File: src/shared/rhp_pkg.sv
// Constants and types for the root hub port status and power block
package rhp_pkg;

  // Port count and register placement
  localparam int RHP_NUM_PORTS = 2;
  localparam int RHP_ADDR_W = 8;
  localparam int RHP_DATA_W = 32;
  localparam logic [7:0] RHP_PORT_BASE = 8'h54;
  localparam logic [7:0] RHP_PORT_STRIDE = 8'h04;

  // Field positions inside the port word
  localparam int RHP_BIT_CONNECT = 0;
  localparam int RHP_BIT_ENABLE = 1;
  localparam int RHP_BIT_SUSPEND = 2;
  localparam int RHP_BIT_OVERCUR = 3;
  localparam int RHP_BIT_RESET = 4;
  localparam int RHP_BIT_POWER = 8;
  localparam int RHP_BIT_LOWSPD = 9;
  localparam int RHP_BIT_CONN_CHG = 16;

  // Reset values
  localparam logic RHP_POWER_RST = 1'b0;
  localparam logic RHP_CONN_CHG_RST = 1'b0;
  localparam logic RHP_CLEAR_RST = 1'b0;
  localparam logic RHP_EDGE_RST = 1'b0;
  localparam logic [31:0] RHP_WORD_RST = 32'h00000000;

  // Root hub reset reporting sequence, Gray coded
  typedef enum logic [1:0] {
    RHP_ST_BOOT = 2'b00,
    RHP_ST_REPORT = 2'b01,
    RHP_ST_RUN = 2'b11
  } rhp_state_t;

endpackage : rhp_pkg

File: src/logic/rhp_edge.sv
// Level change detector for one port signal
`timescale 1ns/1ps
module rhp_edge
  import rhp_pkg::*;
(
  // Clock and reset
  input wire logic clk,
  input wire logic rst,
  // Watched level
  input wire logic level,
  // Change pulses
  output logic rise,
  output logic fall
);

  logic prev_r;

  always_ff @(posedge clk) begin
    if (rst) begin
      prev_r <= RHP_EDGE_RST;
    end else begin
      prev_r <= level;
    end
  end

  assign rise = level & ~prev_r;
  assign fall = ~level & prev_r;

endmodule : rhp_edge

File: src/logic/rhp_top.sv
// Root hub per-port connect change, low speed and power status logic
//
// Summary of operation
// - Attach or detach on a removable port sets that port's connect change flag, bit 16.
// - Writing one to bit 16 clears the flag; writing zero leaves it.
// - Reset, enable or suspend write to an unconnected port sets the connect change flag.
// - Non-removable ports set the connect change flag once after a root hub reset if connected, not on attach or detach.
// - Bit 9 reads one for a low-speed device, zero for full-speed.
// - Writing one to bit 9 turns port power off, subject to scheme; zero does nothing.
// - Bit 8 reads the actual port power state under either switching scheme.
// - Overcurrent clears the port power status.
// - Switching scheme zero: only global power commands change port power.
// - Scheme one with mask set: only per-port power commands act on this port.
// - Scheme one with mask clear: only global power commands act on this port.
// - Power turning off pulses PORT_STATUS_CLEAR so neighbouring logic resets connect, enable, suspend and reset status bits.
// - Writing one to bit 8 turns port power on, subject to scheme; zero does nothing.
`timescale 1ns/1ps
module rhp_top
  import rhp_pkg::*;
(
  // Clock and reset
  input wire logic REF_CLK,
  input wire logic RST,
  // Register access
  input wire logic [RHP_ADDR_W-1:0] REG_ADDR,
  input wire logic REG_WR,
  input wire logic REG_RD,
  input wire logic [RHP_DATA_W-1:0] REG_WDATA,
  output logic [RHP_DATA_W-1:0] REG_RDATA,
  output logic REG_RD_ACK,
  // Root hub configuration
  input wire logic SWITCH_SCHEME_SELECT,
  input wire logic [RHP_NUM_PORTS-1:0] PER_PORT_POWER_MASK,
  input wire logic [RHP_NUM_PORTS-1:0] NONREMOVABLE_MARKER,
  // Global power strobes
  input wire logic ALL_PORTS_POWER_ON_CMD,
  input wire logic ALL_PORTS_POWER_OFF_CMD,
  // Status from neighbouring port logic and the port
  input wire logic [RHP_NUM_PORTS-1:0] PORT_CONNECT_STATUS,
  input wire logic [RHP_NUM_PORTS-1:0] PORT_ENABLE_STATUS,
  input wire logic [RHP_NUM_PORTS-1:0] PORT_SUSPEND_STATUS,
  input wire logic [RHP_NUM_PORTS-1:0] PORT_RESET_STATUS,
  input wire logic [RHP_NUM_PORTS-1:0] PORT_OVERCURRENT,
  input wire logic [RHP_NUM_PORTS-1:0] LOW_SPEED_ATTACHED,
  // Port outputs
  output logic [RHP_NUM_PORTS-1:0] PORT_POWER_STATUS,
  output logic [RHP_NUM_PORTS-1:0] PORT_STATUS_CLEAR,
  output logic [RHP_NUM_PORTS-1:0] CONNECT_CHANGE_FLAG
);

  rhp_state_t state_r;
  rhp_state_t state_nxt;
  logic report_pulse;
  logic [RHP_NUM_PORTS-1:0] wr_hit;
  logic [RHP_NUM_PORTS-1:0] rd_hit;
  logic [RHP_NUM_PORTS-1:0] conn_chg_r;
  logic [RHP_NUM_PORTS-1:0] pps_r;
  logic [RHP_NUM_PORTS-1:0] clear_r;
  logic [RHP_DATA_W-1:0] port_word [RHP_NUM_PORTS];
  logic [RHP_DATA_W-1:0] rdata_nxt;
  logic rd_any;

  // Reporting sequence after root hub reset
  always_comb begin
    state_nxt = state_r;
    case (state_r)
      RHP_ST_BOOT: begin
        state_nxt = RHP_ST_REPORT;
      end
      RHP_ST_REPORT: begin
        state_nxt = RHP_ST_RUN;
      end
      RHP_ST_RUN: begin
        state_nxt = RHP_ST_RUN;
      end
      default: begin
        state_nxt = RHP_ST_BOOT;
      end
    endcase
  end

  always_ff @(posedge REF_CLK) begin
    if (RST) begin
      state_r <= RHP_ST_BOOT;
    end else begin
      state_r <= state_nxt;
    end
  end

  assign report_pulse = (state_r == RHP_ST_REPORT);

  // One copy of the port logic per downstream port
  generate
    for (genvar i = 0; i < RHP_NUM_PORTS; i++) begin : g_port
      localparam logic [7:0] PORT_ADDR = 8'(RHP_PORT_BASE + 8'(i) * RHP_PORT_STRIDE);

      logic attach;
      logic detach;
      logic conn_event;
      logic dead_port_write;
      logic conn_set;
      logic conn_clr;
      logic global_ok;
      logic local_ok;
      logic pwr_on;
      logic pwr_off;
      logic pps_nxt;

      assign wr_hit[i] = REG_WR && (REG_ADDR == PORT_ADDR);
      assign rd_hit[i] = REG_RD && (REG_ADDR == PORT_ADDR);

      rhp_edge u_conn_edge (
        .clk(REF_CLK),
        .rst(RST),
        .level(PORT_CONNECT_STATUS[i]),
        .rise(attach),
        .fall(detach)
      );

      // Removable ports report plug events, fixed ports report once after reset
      assign conn_event = NONREMOVABLE_MARKER[i] ?
                          (report_pulse && PORT_CONNECT_STATUS[i]) :
                          (attach || detach);

      assign dead_port_write = wr_hit[i] && !PORT_CONNECT_STATUS[i] &&
                               (REG_WDATA[RHP_BIT_RESET] || REG_WDATA[RHP_BIT_ENABLE] ||
                                REG_WDATA[RHP_BIT_SUSPEND]);

      assign conn_set = conn_event || dead_port_write;
      assign conn_clr = wr_hit[i] && REG_WDATA[RHP_BIT_CONN_CHG];

      // Set wins over a clear in the same cycle
      always_ff @(posedge REF_CLK) begin
        if (RST) begin
          conn_chg_r[i] <= RHP_CONN_CHG_RST;
        end else if (conn_set) begin
          conn_chg_r[i] <= 1'b1;
        end else if (conn_clr) begin
          conn_chg_r[i] <= 1'b0;
        end
      end

      // Which power command source this port obeys
      assign local_ok = SWITCH_SCHEME_SELECT && PER_PORT_POWER_MASK[i];
      assign global_ok = !SWITCH_SCHEME_SELECT || !PER_PORT_POWER_MASK[i];

      assign pwr_on = (local_ok && wr_hit[i] && REG_WDATA[RHP_BIT_POWER]) ||
                      (global_ok && ALL_PORTS_POWER_ON_CMD);
      assign pwr_off = (local_ok && wr_hit[i] && REG_WDATA[RHP_BIT_LOWSPD]) ||
                       (global_ok && ALL_PORTS_POWER_OFF_CMD) ||
                       PORT_OVERCURRENT[i];

      // Off and overcurrent take priority over on
      always_comb begin
        pps_nxt = pps_r[i];
        if (pwr_off) begin
          pps_nxt = 1'b0;
        end else if (pwr_on) begin
          pps_nxt = 1'b1;
        end
      end

      always_ff @(posedge REF_CLK) begin
        if (RST) begin
          pps_r[i] <= RHP_POWER_RST;
        end else begin
          pps_r[i] <= pps_nxt;
        end
      end

      // Pulse that tells the neighbouring status logic to drop its bits
      always_ff @(posedge REF_CLK) begin
        if (RST) begin
          clear_r[i] <= RHP_CLEAR_RST;
        end else begin
          clear_r[i] <= pps_r[i] && !pps_nxt;
        end
      end

      // Read view of the port word
      always_comb begin
        port_word[i] = RHP_WORD_RST;
        port_word[i][RHP_BIT_CONNECT] = PORT_CONNECT_STATUS[i];
        port_word[i][RHP_BIT_ENABLE] = PORT_ENABLE_STATUS[i];
        port_word[i][RHP_BIT_SUSPEND] = PORT_SUSPEND_STATUS[i];
        port_word[i][RHP_BIT_OVERCUR] = PORT_OVERCURRENT[i];
        port_word[i][RHP_BIT_RESET] = PORT_RESET_STATUS[i];
        port_word[i][RHP_BIT_POWER] = pps_r[i];
        port_word[i][RHP_BIT_LOWSPD] = LOW_SPEED_ATTACHED[i];
        port_word[i][RHP_BIT_CONN_CHG] = conn_chg_r[i];
      end
    end
  endgenerate

  // Read multiplexer; unmapped addresses read zero
  always_comb begin
    rdata_nxt = RHP_WORD_RST;
    for (int k = 0; k < RHP_NUM_PORTS; k++) begin
      if (rd_hit[k]) begin
        rdata_nxt = rdata_nxt | port_word[k];
      end
    end
  end

  assign rd_any = REG_RD;

  always_ff @(posedge REF_CLK) begin
    if (RST) begin
      REG_RDATA <= RHP_WORD_RST;
      REG_RD_ACK <= 1'b0;
    end else begin
      REG_RD_ACK <= rd_any;
      if (rd_any) begin
        REG_RDATA <= rdata_nxt;
      end
    end
  end

  // Registered port outputs
  always_ff @(posedge REF_CLK) begin
    if (RST) begin
      PORT_POWER_STATUS <= {RHP_NUM_PORTS{RHP_POWER_RST}};
      PORT_STATUS_CLEAR <= {RHP_NUM_PORTS{RHP_CLEAR_RST}};
      CONNECT_CHANGE_FLAG <= {RHP_NUM_PORTS{RHP_CONN_CHG_RST}};
    end else begin
      PORT_POWER_STATUS <= pps_r;
      PORT_STATUS_CLEAR <= clear_r;
      CONNECT_CHANGE_FLAG <= conn_chg_r;
    end
  end

endmodule : rhp_top

File: config.mk
export PLATFORM = sky130hd
export DESIGN_NAME = rhp_top
export DESIGN_NICKNAME = d
export VERILOG_FILES = /design/src/shared/rhp_pkg.sv /design/src/logic/rhp_edge.sv /design/src/logic/rhp_top.sv
export SDC_FILE = /design/constraint.sdc
export NUM_CORES = 1
export LEC_CHECK = 0
export ABC_AREA = 1
export BUFFER_PORTS_ARGS = -buffer_cell sky130_fd_sc_hd__buf_2
export CAP_MARGIN = 5
export CORE_MARGIN = 2
export CORE_UTILIZATION = 40
export DETAILED_ROUTE_END_ITERATION = 8
export PLACE_DENSITY = 0.79
export SLEW_MARGIN = 0
export SYNTH_ARGS = -nofsm -noshare
export SYNTH_HDL_FRONTEND = slang
export SYNTH_HIERARCHICAL = 1
export SYNTH_SLANG_ARGS = --single-unit
File: constraint.sdc
create_clock -name REF_CLK -period 1.4 [get_ports REF_CLK]
set_clock_uncertainty 0.1 [all_clocks]
set_input_delay 0.28 -clock REF_CLK [delete_from_list [all_inputs] [get_ports REF_CLK]]
set_output_delay 0.28 -clock REF_CLK [all_outputs]
set_load 0.1 [all_outputs]
==> run summary, run 1 <==
status -> finished, final reports clean
Synth area leader -> dfxtp_1
# Post-CTS Setup Buffers -> 0
fill count -> 362
area occupied by multi-input gates -> 621 um2
routed vias -> 1309
vias in the first global route -> 1144
die area -> 4030 um2
Starting DRT DRC Count -> 49
DP Worst Slack -> 0.0353 ns
area delta synth->final -> 31.0%
largest net degree at the start of global routing -> 18
Final setup viols -> 0
Post-synth top cells -> nor2_1, inv_1, nand2_1, dfxtp_1, buf_4
Pleak -> 0.996 nW
pwr dens -> 945 nW/um2
Buffers on Ports -> 51
fin worst setup slack -> 0.103 ns
DR vias/cell -> 4.20
flops & latches, synth -> 25
# resized after CTS -> 0
WS Path Type -> register to output pin
Ant. Diodes -> 0
ys async rst share -> 0%
area share of the largest cell type after synthesis -> 35.4%
GRT overflow -> 0
Avg Cell Area, Syn -> 6.58 um2
critical-path maximum fanout -> 2
VDD IR-drop max -> 479 uV
Clock Latency Late Sink -> 0.31 ns
hpwl dp -> 2230 um
grt met3 use -> 4.46%
RSZ-0062 raised after global routing -> no
GRT Overall Usage -> 14.0%
clock sink count -> 25
root buffer cell -> clkbuf_4
sequential cell area -> 500 um2
synth top area cells -> dfxtp_1, nor2_1, buf_4, inv_1, nand2_1
critical-path cell list -> buf_12
cts bufs inserted -> 3
die height -> 63.5 um
CP max stage cell -> dfxtp_1
Tcrit/Tclk final -> 92.6%
final wirelength -> 2710 um
Setup TNS -> 0 ns
GRT busiest layer -> met2
FP Rows -> 21
Die Span X -> 63.5 um
Synth Warn # -> 6
max incr delay on CP -> 0.41 ns
antenna violations before repair -> 0
# IOs -> 102
most numerous cell in the Yosys netlist -> nor2_1
number of remaining DRC errors -> 0
hold crit path type -> input pin to register
CP delay by family, top -> flip-flops
CORE AREA -> 3360 um2
Starting Density -> 42.1%
CTS tree -> done
Final Max Slew Viols -> 0
Max clock buf depth -> 2
GPL Wtd Cong -> 0.777
Final nets -> 330
routed len/inst -> 8.67 um
Arr. time, crit path -> 0.92 ns
Startpoint Class -> register
layout cells sized above 1 -> 24.4%
H-tree Lvls -> 1
CP required -> 1.02 ns
FMAX -> 0.771 GHz
post-synthesis cell type count -> 20
Final Hold Viols -> 0
CP Capture Type -> output pin
Hold Buf Count CTS -> 0
sequential share of the synthesized area -> 35.4%
remaining antenna violation count -> 0
synthesized cell area -> 1420 um2
max-cap violation count -> 0
worst path bufs/invs -> 1
R2R setup slack -> 0.34 ns
First-pass DRT Iterations -> 4
Syn Inst Count -> 215
met2 Use GR -> 25.4%
global-route wire length before repair -> 4600 um
met1 Usage GRT -> 16.2%
clock-pin slew on the worst setup and hold paths -> 0.14 ns
minimum clock period -> 1.30 ns
Main synth FF type -> dfxtp_1
Post-synth EDFFs -> 0
path summary, 6_finish.rpt:
kind	from	endpoint	cells after the start
min reg2reg	clear_r[1]	PORT_STATUS_CLEAR[1]	2
max	REG_RDATA[0]	REG_RDATA[0]	1
max reg2reg	state_r[0]	conn_chg_r[0]	6
min	PORT_CONNECT_STATUS[0]	g_port[0].u_conn_edge/prev_r	3
cell families after synthesis:
logic type / synth area share (%)
AOI/OAI and AO/OA: 8.13
other: 0.265
DFF: 35.4
buffers and inverters: 26.9
and+or+nand+nor: 29.4
per-stage QoR:
step	instance area [um2]	hold WS (ns)	cells	total power, mW	utilization, %
2_1_floorplan	1500	0.252	238	1.35	-
3_3_place_gp	1820	0.292	308	1.44	54.2
3_5_place_dp	1820	0.293	308	1.45	54.2
4_1_cts	1850	0.0945	312	1.77	55.1
5_1_grt	1850	0.119	312	1.84	55.1
6_report	1850	0.109	312	1.75	55.1
cells in the final DEF, fill, tap and decap left out, drive strengths merged:
| cell | synthesis | layout |
|---|---|---|
| nor2 | 57 | 57 |
| buf | 26 | 53 |
| inv | 40 | 40 |
| nand2 | 30 | 30 |
| dfxtp | 25 | 25 |
| conb | 1 | 24 |
| o21ai | 13 | 13 |
| a21oi | 7 | 7 |
| nand3 | 7 | 7 |
| nand4 | 4 | 4 |
| clkbuf | 2 | 3 |
| a21boi | 2 | 2 |
| clkinvlp | 0 | 1 |
per-layer routing:
layer	up-vias	part of all wire, %
li1	693	-
met3	2	9.2
met1	561	43
met4	0	0.55
met2	53	48
met5	-	0
power by group:
part,internal (mW),leakage [nW],switching (mW),total (mW)
clock,0.109,0.0139,0.211,0.319
sequential,0.744,0.205,0.0238,0.768
combinational,0.147,0.776,0.518,0.665
final cells by class:
cell class                 count  area share, %
clock buffer                   3           1.21
multi-input combinational    144           33.5
clock inverter                 1          0.405
sequential                    25           27.0
tap                           46           3.10
timing repair buffer          53           26.7
inverter                      40           8.10
state kept, by name (all words and copies together), names as in the netlist, 2 cells and up:
register                   cells
CONNECT_CHANGE_FLAG            2
g_port.u_conn_edge/prev_r      2
state_r                        2
conn_chg_r                     2
PORT_STATUS_CLEAR              2
REG_RDATA                      8
PORT_POWER_STATUS              2
port_word                      2
clear_r                        2
(Power assumes the default switching activity.)
==> inputs of run 2 (changes only) <==
--- a/config.mk
+++ b/config.mk
@@ -5,13 +5,14 @@
 export SDC_FILE = /design/constraint.sdc
 export NUM_CORES = 1
 export LEC_CHECK = 0
-export ABC_AREA = 1
 export BUFFER_PORTS_ARGS = -buffer_cell sky130_fd_sc_hd__buf_2
 export CAP_MARGIN = 5
+export CELL_PAD_IN_SITES_DETAIL_PLACEMENT = 0
+export CELL_PAD_IN_SITES_GLOBAL_PLACEMENT = 1
 export CORE_MARGIN = 2
-export CORE_UTILIZATION = 40
+export CORE_UTILIZATION = 26
 export DETAILED_ROUTE_END_ITERATION = 8
-export PLACE_DENSITY = 0.79
+export PLACE_DENSITY_LB_ADDON = 0.1
 export SLEW_MARGIN = 0
 export SYNTH_ARGS = -nofsm -noshare
 export SYNTH_HDL_FRONTEND = slang
==> run 2 against run 1 <==
  * Hold slack gained 0.063 ns
  * Core utilization decreased by 17 points
  * Critical endpoint is now CONNECT_CHANGE_FLAG[0]
  * Global-route usage is 2.6 points lower
  * Fmax grew 8.4%
  * Count of clock-buffer cells in the layout grew 1
  * Synthesized cell count down 33%
  * First-iteration DRC count shrank 47%
  * Critical path type unchanged
  * Via count is 14% lower
  * Cell count shrank 16%
  * Setup slack better by 0.10 ns
==> run summary, run 2 <==
status -> finished, final reports clean
Final Max Slew Viols -> 0
met1 WL -> 1370 um
fin worst setup slack -> 0.204 ns
Post-synth EDFFs -> 0
DR vias/cell -> 4.30
First-pass DRT Iterations -> 4
Startpoint Class -> register
Synth Warn # -> 6
CP delay by family, top -> flip-flops
Setup crit start -> CONNECT_CHANGE_FLAG[0]
DP Worst Slack -> -0.0549 ns
layout cells sized above 1 -> 35.7%
cts bufs inserted -> 3
critical-path cell list -> buf_12
Avg Cell Area, Syn -> 9.01 um2
CTS tree -> done
wire length on met2 -> 1460 um
Die Span X -> 74.9 um
die height -> 74.9 um
GPL Wtd Cong -> 0.710
sequential share of the synthesized area -> 38.3%
H-tree Lvls -> 1
CORE AREA -> 4790 um2
Max clock buf depth -> 2
FMAX -> 0.836 GHz
post-synthesis cell type count -> 31
Clock Latency Late Sink -> 0.26 ns
Final Hold Viols -> 0
remaining antenna violation count -> 0
most numerous cell in the Yosys netlist -> dfxtp_1
Largest Register -> REG_RDATA
Setup TNS -> 0 ns
synth top area cells -> dfxtp_1, buf_4, nand3_1, a311oi_1, nor2b_1
worst path bufs/invs -> 1
WS Path Type -> register to output pin
CP max stage cell -> dfxtp_1
hold crit path type -> input pin to register
clock sink count -> 25
area share of the largest cell type after synthesis -> 38.3%
global-route wire length before repair -> 4990 um
VDD IR-drop max -> 442 uV
hpwl dp -> 2520 um
Arr. time, crit path -> 0.82 ns
clock-pin slew on the worst setup and hold paths -> 0.09 ns
largest net degree at the start of global routing -> 25
critical-path maximum fanout -> 1
final wirelength -> 3090 um
Ant. Diodes -> 0
Final nets -> 260
Main synth FF type -> dfxtp_1
highest routed layer -> met4
Post-synth top cells -> dfxtp_1, buf_4, nand3_1, nor2_1, nor2b_1
# IOs -> 102
GRT overflow -> 0
Buffers on Ports -> 51
# Post-CTS Setup Buffers -> 0
max FFs per register -> 8
max incr delay on CP -> 0.37 ns
pwr dens -> 1000 nW/um2
area delta synth->final -> 41.4%
Hold Buf Count CTS -> 0
CP required -> 1.02 ns
# resized after CTS -> 0
commonest cells after routing, fill and taps aside -> buf_2, conb_1, dfxtp_1, buf_12, nand3_1
flops & latches, synth -> 25
routed wl met3 -> 238 um
die area -> 5610 um2
Starting Density -> 27.3%
Starting DRT DRC Count -> 26
Pleak -> 0.779 nW
Syn Inst Count -> 145
vias in the first global route -> 1092
CP Capture Type -> output pin
max-cap violation count -> 0
routed vias -> 1130
Worst R2R Start -> state_r[1]
Final setup viols -> 0
synthesized cell area -> 1310 um2
fill count -> 507
commonest non-fill, non-tap cell in the layout -> buf_2
Tcrit/Tclk final -> 85.4%
ys async rst share -> 0%
routed len/inst -> 11.7 um
root buffer cell -> clkbuf_8
GRT Overall Usage -> 11.4%
antenna violations before repair -> 0
FP Rows -> 25
minimum clock period -> 1.20 ns
Hold Crit Start -> RST
number of remaining DRC errors -> 0
Synth area leader -> dfxtp_1
RSZ-0062 raised after global routing -> no
## run 2: cell count changes in the layout (fill, tap and decap cells not counted), sizes merged, moves of 3 or more
cell / before / now
nor2: 57 / 13
inv: 40 / 3
nand2: 30 / 4
o21ai: 13 / 0
nor2b: 0 / 11
nand3: 7 / 16
a311oi: 0 / 8
a21oi: 7 / 1
and2: 0 / 3
buf: 53 / 56
## run 2: per-layer routing
| layer | global-route usage [%] | vias up |
|---|---|---|
| met5 | 0 | - |
| met4 | 2.98 | 0 |
| met3 | 2.81 | 2 |
| met2 | 19.6 | 47 |
| met1 | 14.3 | 514 |
| li1 | - | 567 |
## run 2: cells by family after synthesis
group                  Yosys count  share of synthesized area (%)
AOI/OAI and AO/OA               26                           16.0
other                            1                          0.287
and+or+nand+nor                 58                           27.1
buffers and inverters           35                           18.3
DFF                             25                           38.3
## run 2: path summary, 6_finish.rpt
kind,end,slack (ns),cells after the start
min,REG_RDATA[16],0.17,2
max,CONNECT_CHANGE_FLAG[0],0.20,1
max reg2reg,conn_chg_r[0],0.40,3
min reg2reg,state_r[0],0.33,1
## run 2: worst reg2reg max path, cell delays in order (launching register included)
cell and delay (ns):
dfxtp_1 0.31, nand2b_1 0.16, o22a_1 0.22, a31oi_1 0.14
## run 2: cell type report
type                            instances  area, um2  area share (%)
Multi-Input combinational cell        108        653            35.4
Timing Repair Buffer                   56        543            29.4
Sequential cell                        25        510            27.6
Tap cell                               67       83.8            4.54
Clock buffer                            4       45.0            2.44
Inverter                                3       11.3           0.610
## run 2: per-stage QoR
| stage | instances | utilization [%] | total power [mW] | hold slack [ns] | instance area [um2] |
|---|---|---|---|---|---|
| 2_1_floorplan | 168 | - | 1.33 | 0.252 | 1400 |
| 3_3_place_gp | 259 | 37.6 | 1.45 | 0.311 | 1800 |
| 3_5_place_dp | 259 | 37.6 | 1.45 | 0.320 | 1800 |
| 4_1_cts | 263 | 38.6 | 1.88 | 0.174 | 1850 |
| 5_1_grt | 263 | 38.6 | 1.94 | 0.181 | 1850 |
| 6_report | 263 | 38.6 | 1.85 | 0.172 | 1850 |
## run 2: report_power, final
part	leakage, nW	internal (mW)	total [mW]	switching, mW
clock network	0.0228	0.203	0.421	0.218
logic	0.548	0.158	0.664	0.506
registers	0.208	0.746	0.769	0.0232
==> inputs of run 3 (changes only) <==
--- a/config.mk
+++ b/config.mk
@@ -13,6 +13,7 @@
 export CORE_UTILIZATION = 26
 export DETAILED_ROUTE_END_ITERATION = 8
 export PLACE_DENSITY_LB_ADDON = 0.1
+export RECOVER_POWER = 50
 export SLEW_MARGIN = 0
 export SYNTH_ARGS = -nofsm -noshare
 export SYNTH_HDL_FRONTEND = slang
==> run 3 against run 2 <==
  * Setup slack lost 0.023 ns
  * Sequential power about the same
  * Global-route usage is the same
  * Core utilization shrank 0.29 points
  * Largest power group unchanged
  * Highest routed layer unchanged
==> run summary, run 3 (synthesis results as in run 2) <==
antenna violations before repair -> 0
number of remaining DRC errors -> 0
final wirelength -> 3090 um
Final nets -> 260
FP Rows -> 25
cts bufs inserted -> 3
H-tree Lvls -> 1
max-cap violation count -> 0
DP Worst Slack -> -0.0549 ns
Starting DRT DRC Count -> 25
fin worst setup slack -> 0.181 ns
Max clock buf depth -> 2
Ant. Diodes -> 0
Largest Register -> REG_RDATA
Slew HR -> 48.7%
VDD IR-drop max -> 442 uV
status -> finished, final reports clean
Inst Count DP -> 259
WHS -> 0.171 ns
Worst Max-Slew Pin Slew -> 0.769 ns
Tcrit/Tclk final -> 87.1%
Sw Ratio -> 40.3%
GPL Wtd Cong -> 0.710
Startpoint Class -> input pin
filler-free cell count of the finished design -> 263
CTS tree -> done
Arr. time, crit path -> 1.28 ns
Setup crit start -> REG_ADDR[1]
Final Hold Viols -> 0
Hold Buf Count CTS -> 0
Buffers on Ports -> 51
# IOs -> 102
Final setup viols -> 0
routed len/inst -> 11.7 um
die area -> 5610 um2
max FFs per register -> 8
CORE AREA -> 4790 um2
clock sink count -> 25
area delta synth->final -> 40.3%
hold crit path type -> input pin to register
Comb power frac -> 35.7%
CP Capture Type -> register
net switching power of the design -> 0.745 mW
Int Pwr -> 1.10 mW
Final Instance Area -> 1830 um2
layout cells sized above 1 -> 34.7%
pwr dens -> 1010 nW/um2
vias in the first global route -> 1092
minimum clock period -> 1.22 ns
DR vias/cell -> 4.31
Hold Crit Start -> RST
clock-pin slew on the worst setup and hold paths -> 0.08 ns
First-pass DRT Iterations -> 4
CP required -> 1.46 ns
placed instance area -> 1800 um2
routed vias -> 1133
Starting Density -> 27.3%
commonest non-fill, non-tap cell in the layout -> buf_2
Die Span X -> 74.9 um
Pwr Total -> 1.85 mW
hpwl dp -> 2520 um
critical-path maximum fanout -> 12
RSZ-0062 raised after global routing -> no
root buffer cell -> clkbuf_8
GRT overflow -> 0
commonest cells after routing, fill and taps aside -> buf_2, conb_1, dfxtp_1, buf_12, nand3_1
Clock Latency Late Sink -> 0.26 ns
FMAX -> 0.820 GHz
# Post-CTS Setup Buffers -> 0
Final Max Slew Viols -> 0
R2R setup slack -> 0.40 ns
Worst R2R Start -> state_r[1]
WS Path Type -> input pin to register
Pleak -> 0.767 nW
clock power share -> 22.8%
global-route wire length before repair -> 4990 um
GRT Overall Usage -> 11.4%
sequential share of power -> 41.6%
remaining antenna violation count -> 0
die height -> 74.9 um
largest net degree at the start of global routing -> 25
# resized after CTS -> 0
[run 3: changes by cell type in the layout (fill, tap and decap cells not counted)]
cell,change
nor4b_2,+1
nor4b_4,-1
clkbuf_1,+2
buf_2,-1
buf_4,-1
[run 3: per-layer routing]
layer | vias to the layer above | GRT usage (%) | part of all wire (%)
li1 | 568 | - | -
met4 | 0 | 2.98 | 0.62
met2 | 47 | 19.6 | 47
met5 | - | 0 | 0
met1 | 516 | 14.3 | 44
met3 | 2 | 2.81 | 7.7
[run 3: area by class of cell]
| cell class | instances | area (um2) |
|---|---|---|
| clock buffer | 4 | 45.0 |
| fill | 510 | 2950 |
| inverter | 3 | 11.3 |
| multi-input combinational | 108 | 644 |
| sequential | 25 | 510 |
| tap | 67 | 83.8 |
| timing repair buffer | 56 | 538 |
[run 3: worst paths after layout]
kind                                       to  cells past startpoint
worst max-delay path             REG_RDATA[1]                      5
worst min-delay path            REG_RDATA[16]                      2
worst max register to register  conn_chg_r[0]                      3
worst min register to register     state_r[0]                      1
[run 3: worst max-delay path, stage by stage]
cell      delay (ns)
buf_2           0.12
nor4b_2         0.36
buf_12          0.18
nand3_1         0.08
a311oi_1        0.26
[run 3: per-stage QoR]
step                      setup TNS, ns  utilization, %
after global placement           -0.157            37.6
after detailed placement         -0.297            37.6
after CTS                             0            38.6
final                                 0            38.3
after floorplan                       0               -
after global routing                  0            38.3
[run 3: power by group through the flow]
| stage | sequential [mW] | combinational [mW] | clock (mW) |
|---|---|---|---|
| floorplan | 0.903 | 0.425 | 0 |
| global placement | 0.786 | 0.663 | 0 |
| detailed placement | 0.787 | 0.666 | 0 |
| CTS | 0.770 | 0.666 | 0.441 |
| global route | 0.775 | 0.690 | 0.474 |
| finish | 0.769 | 0.659 | 0.421 |
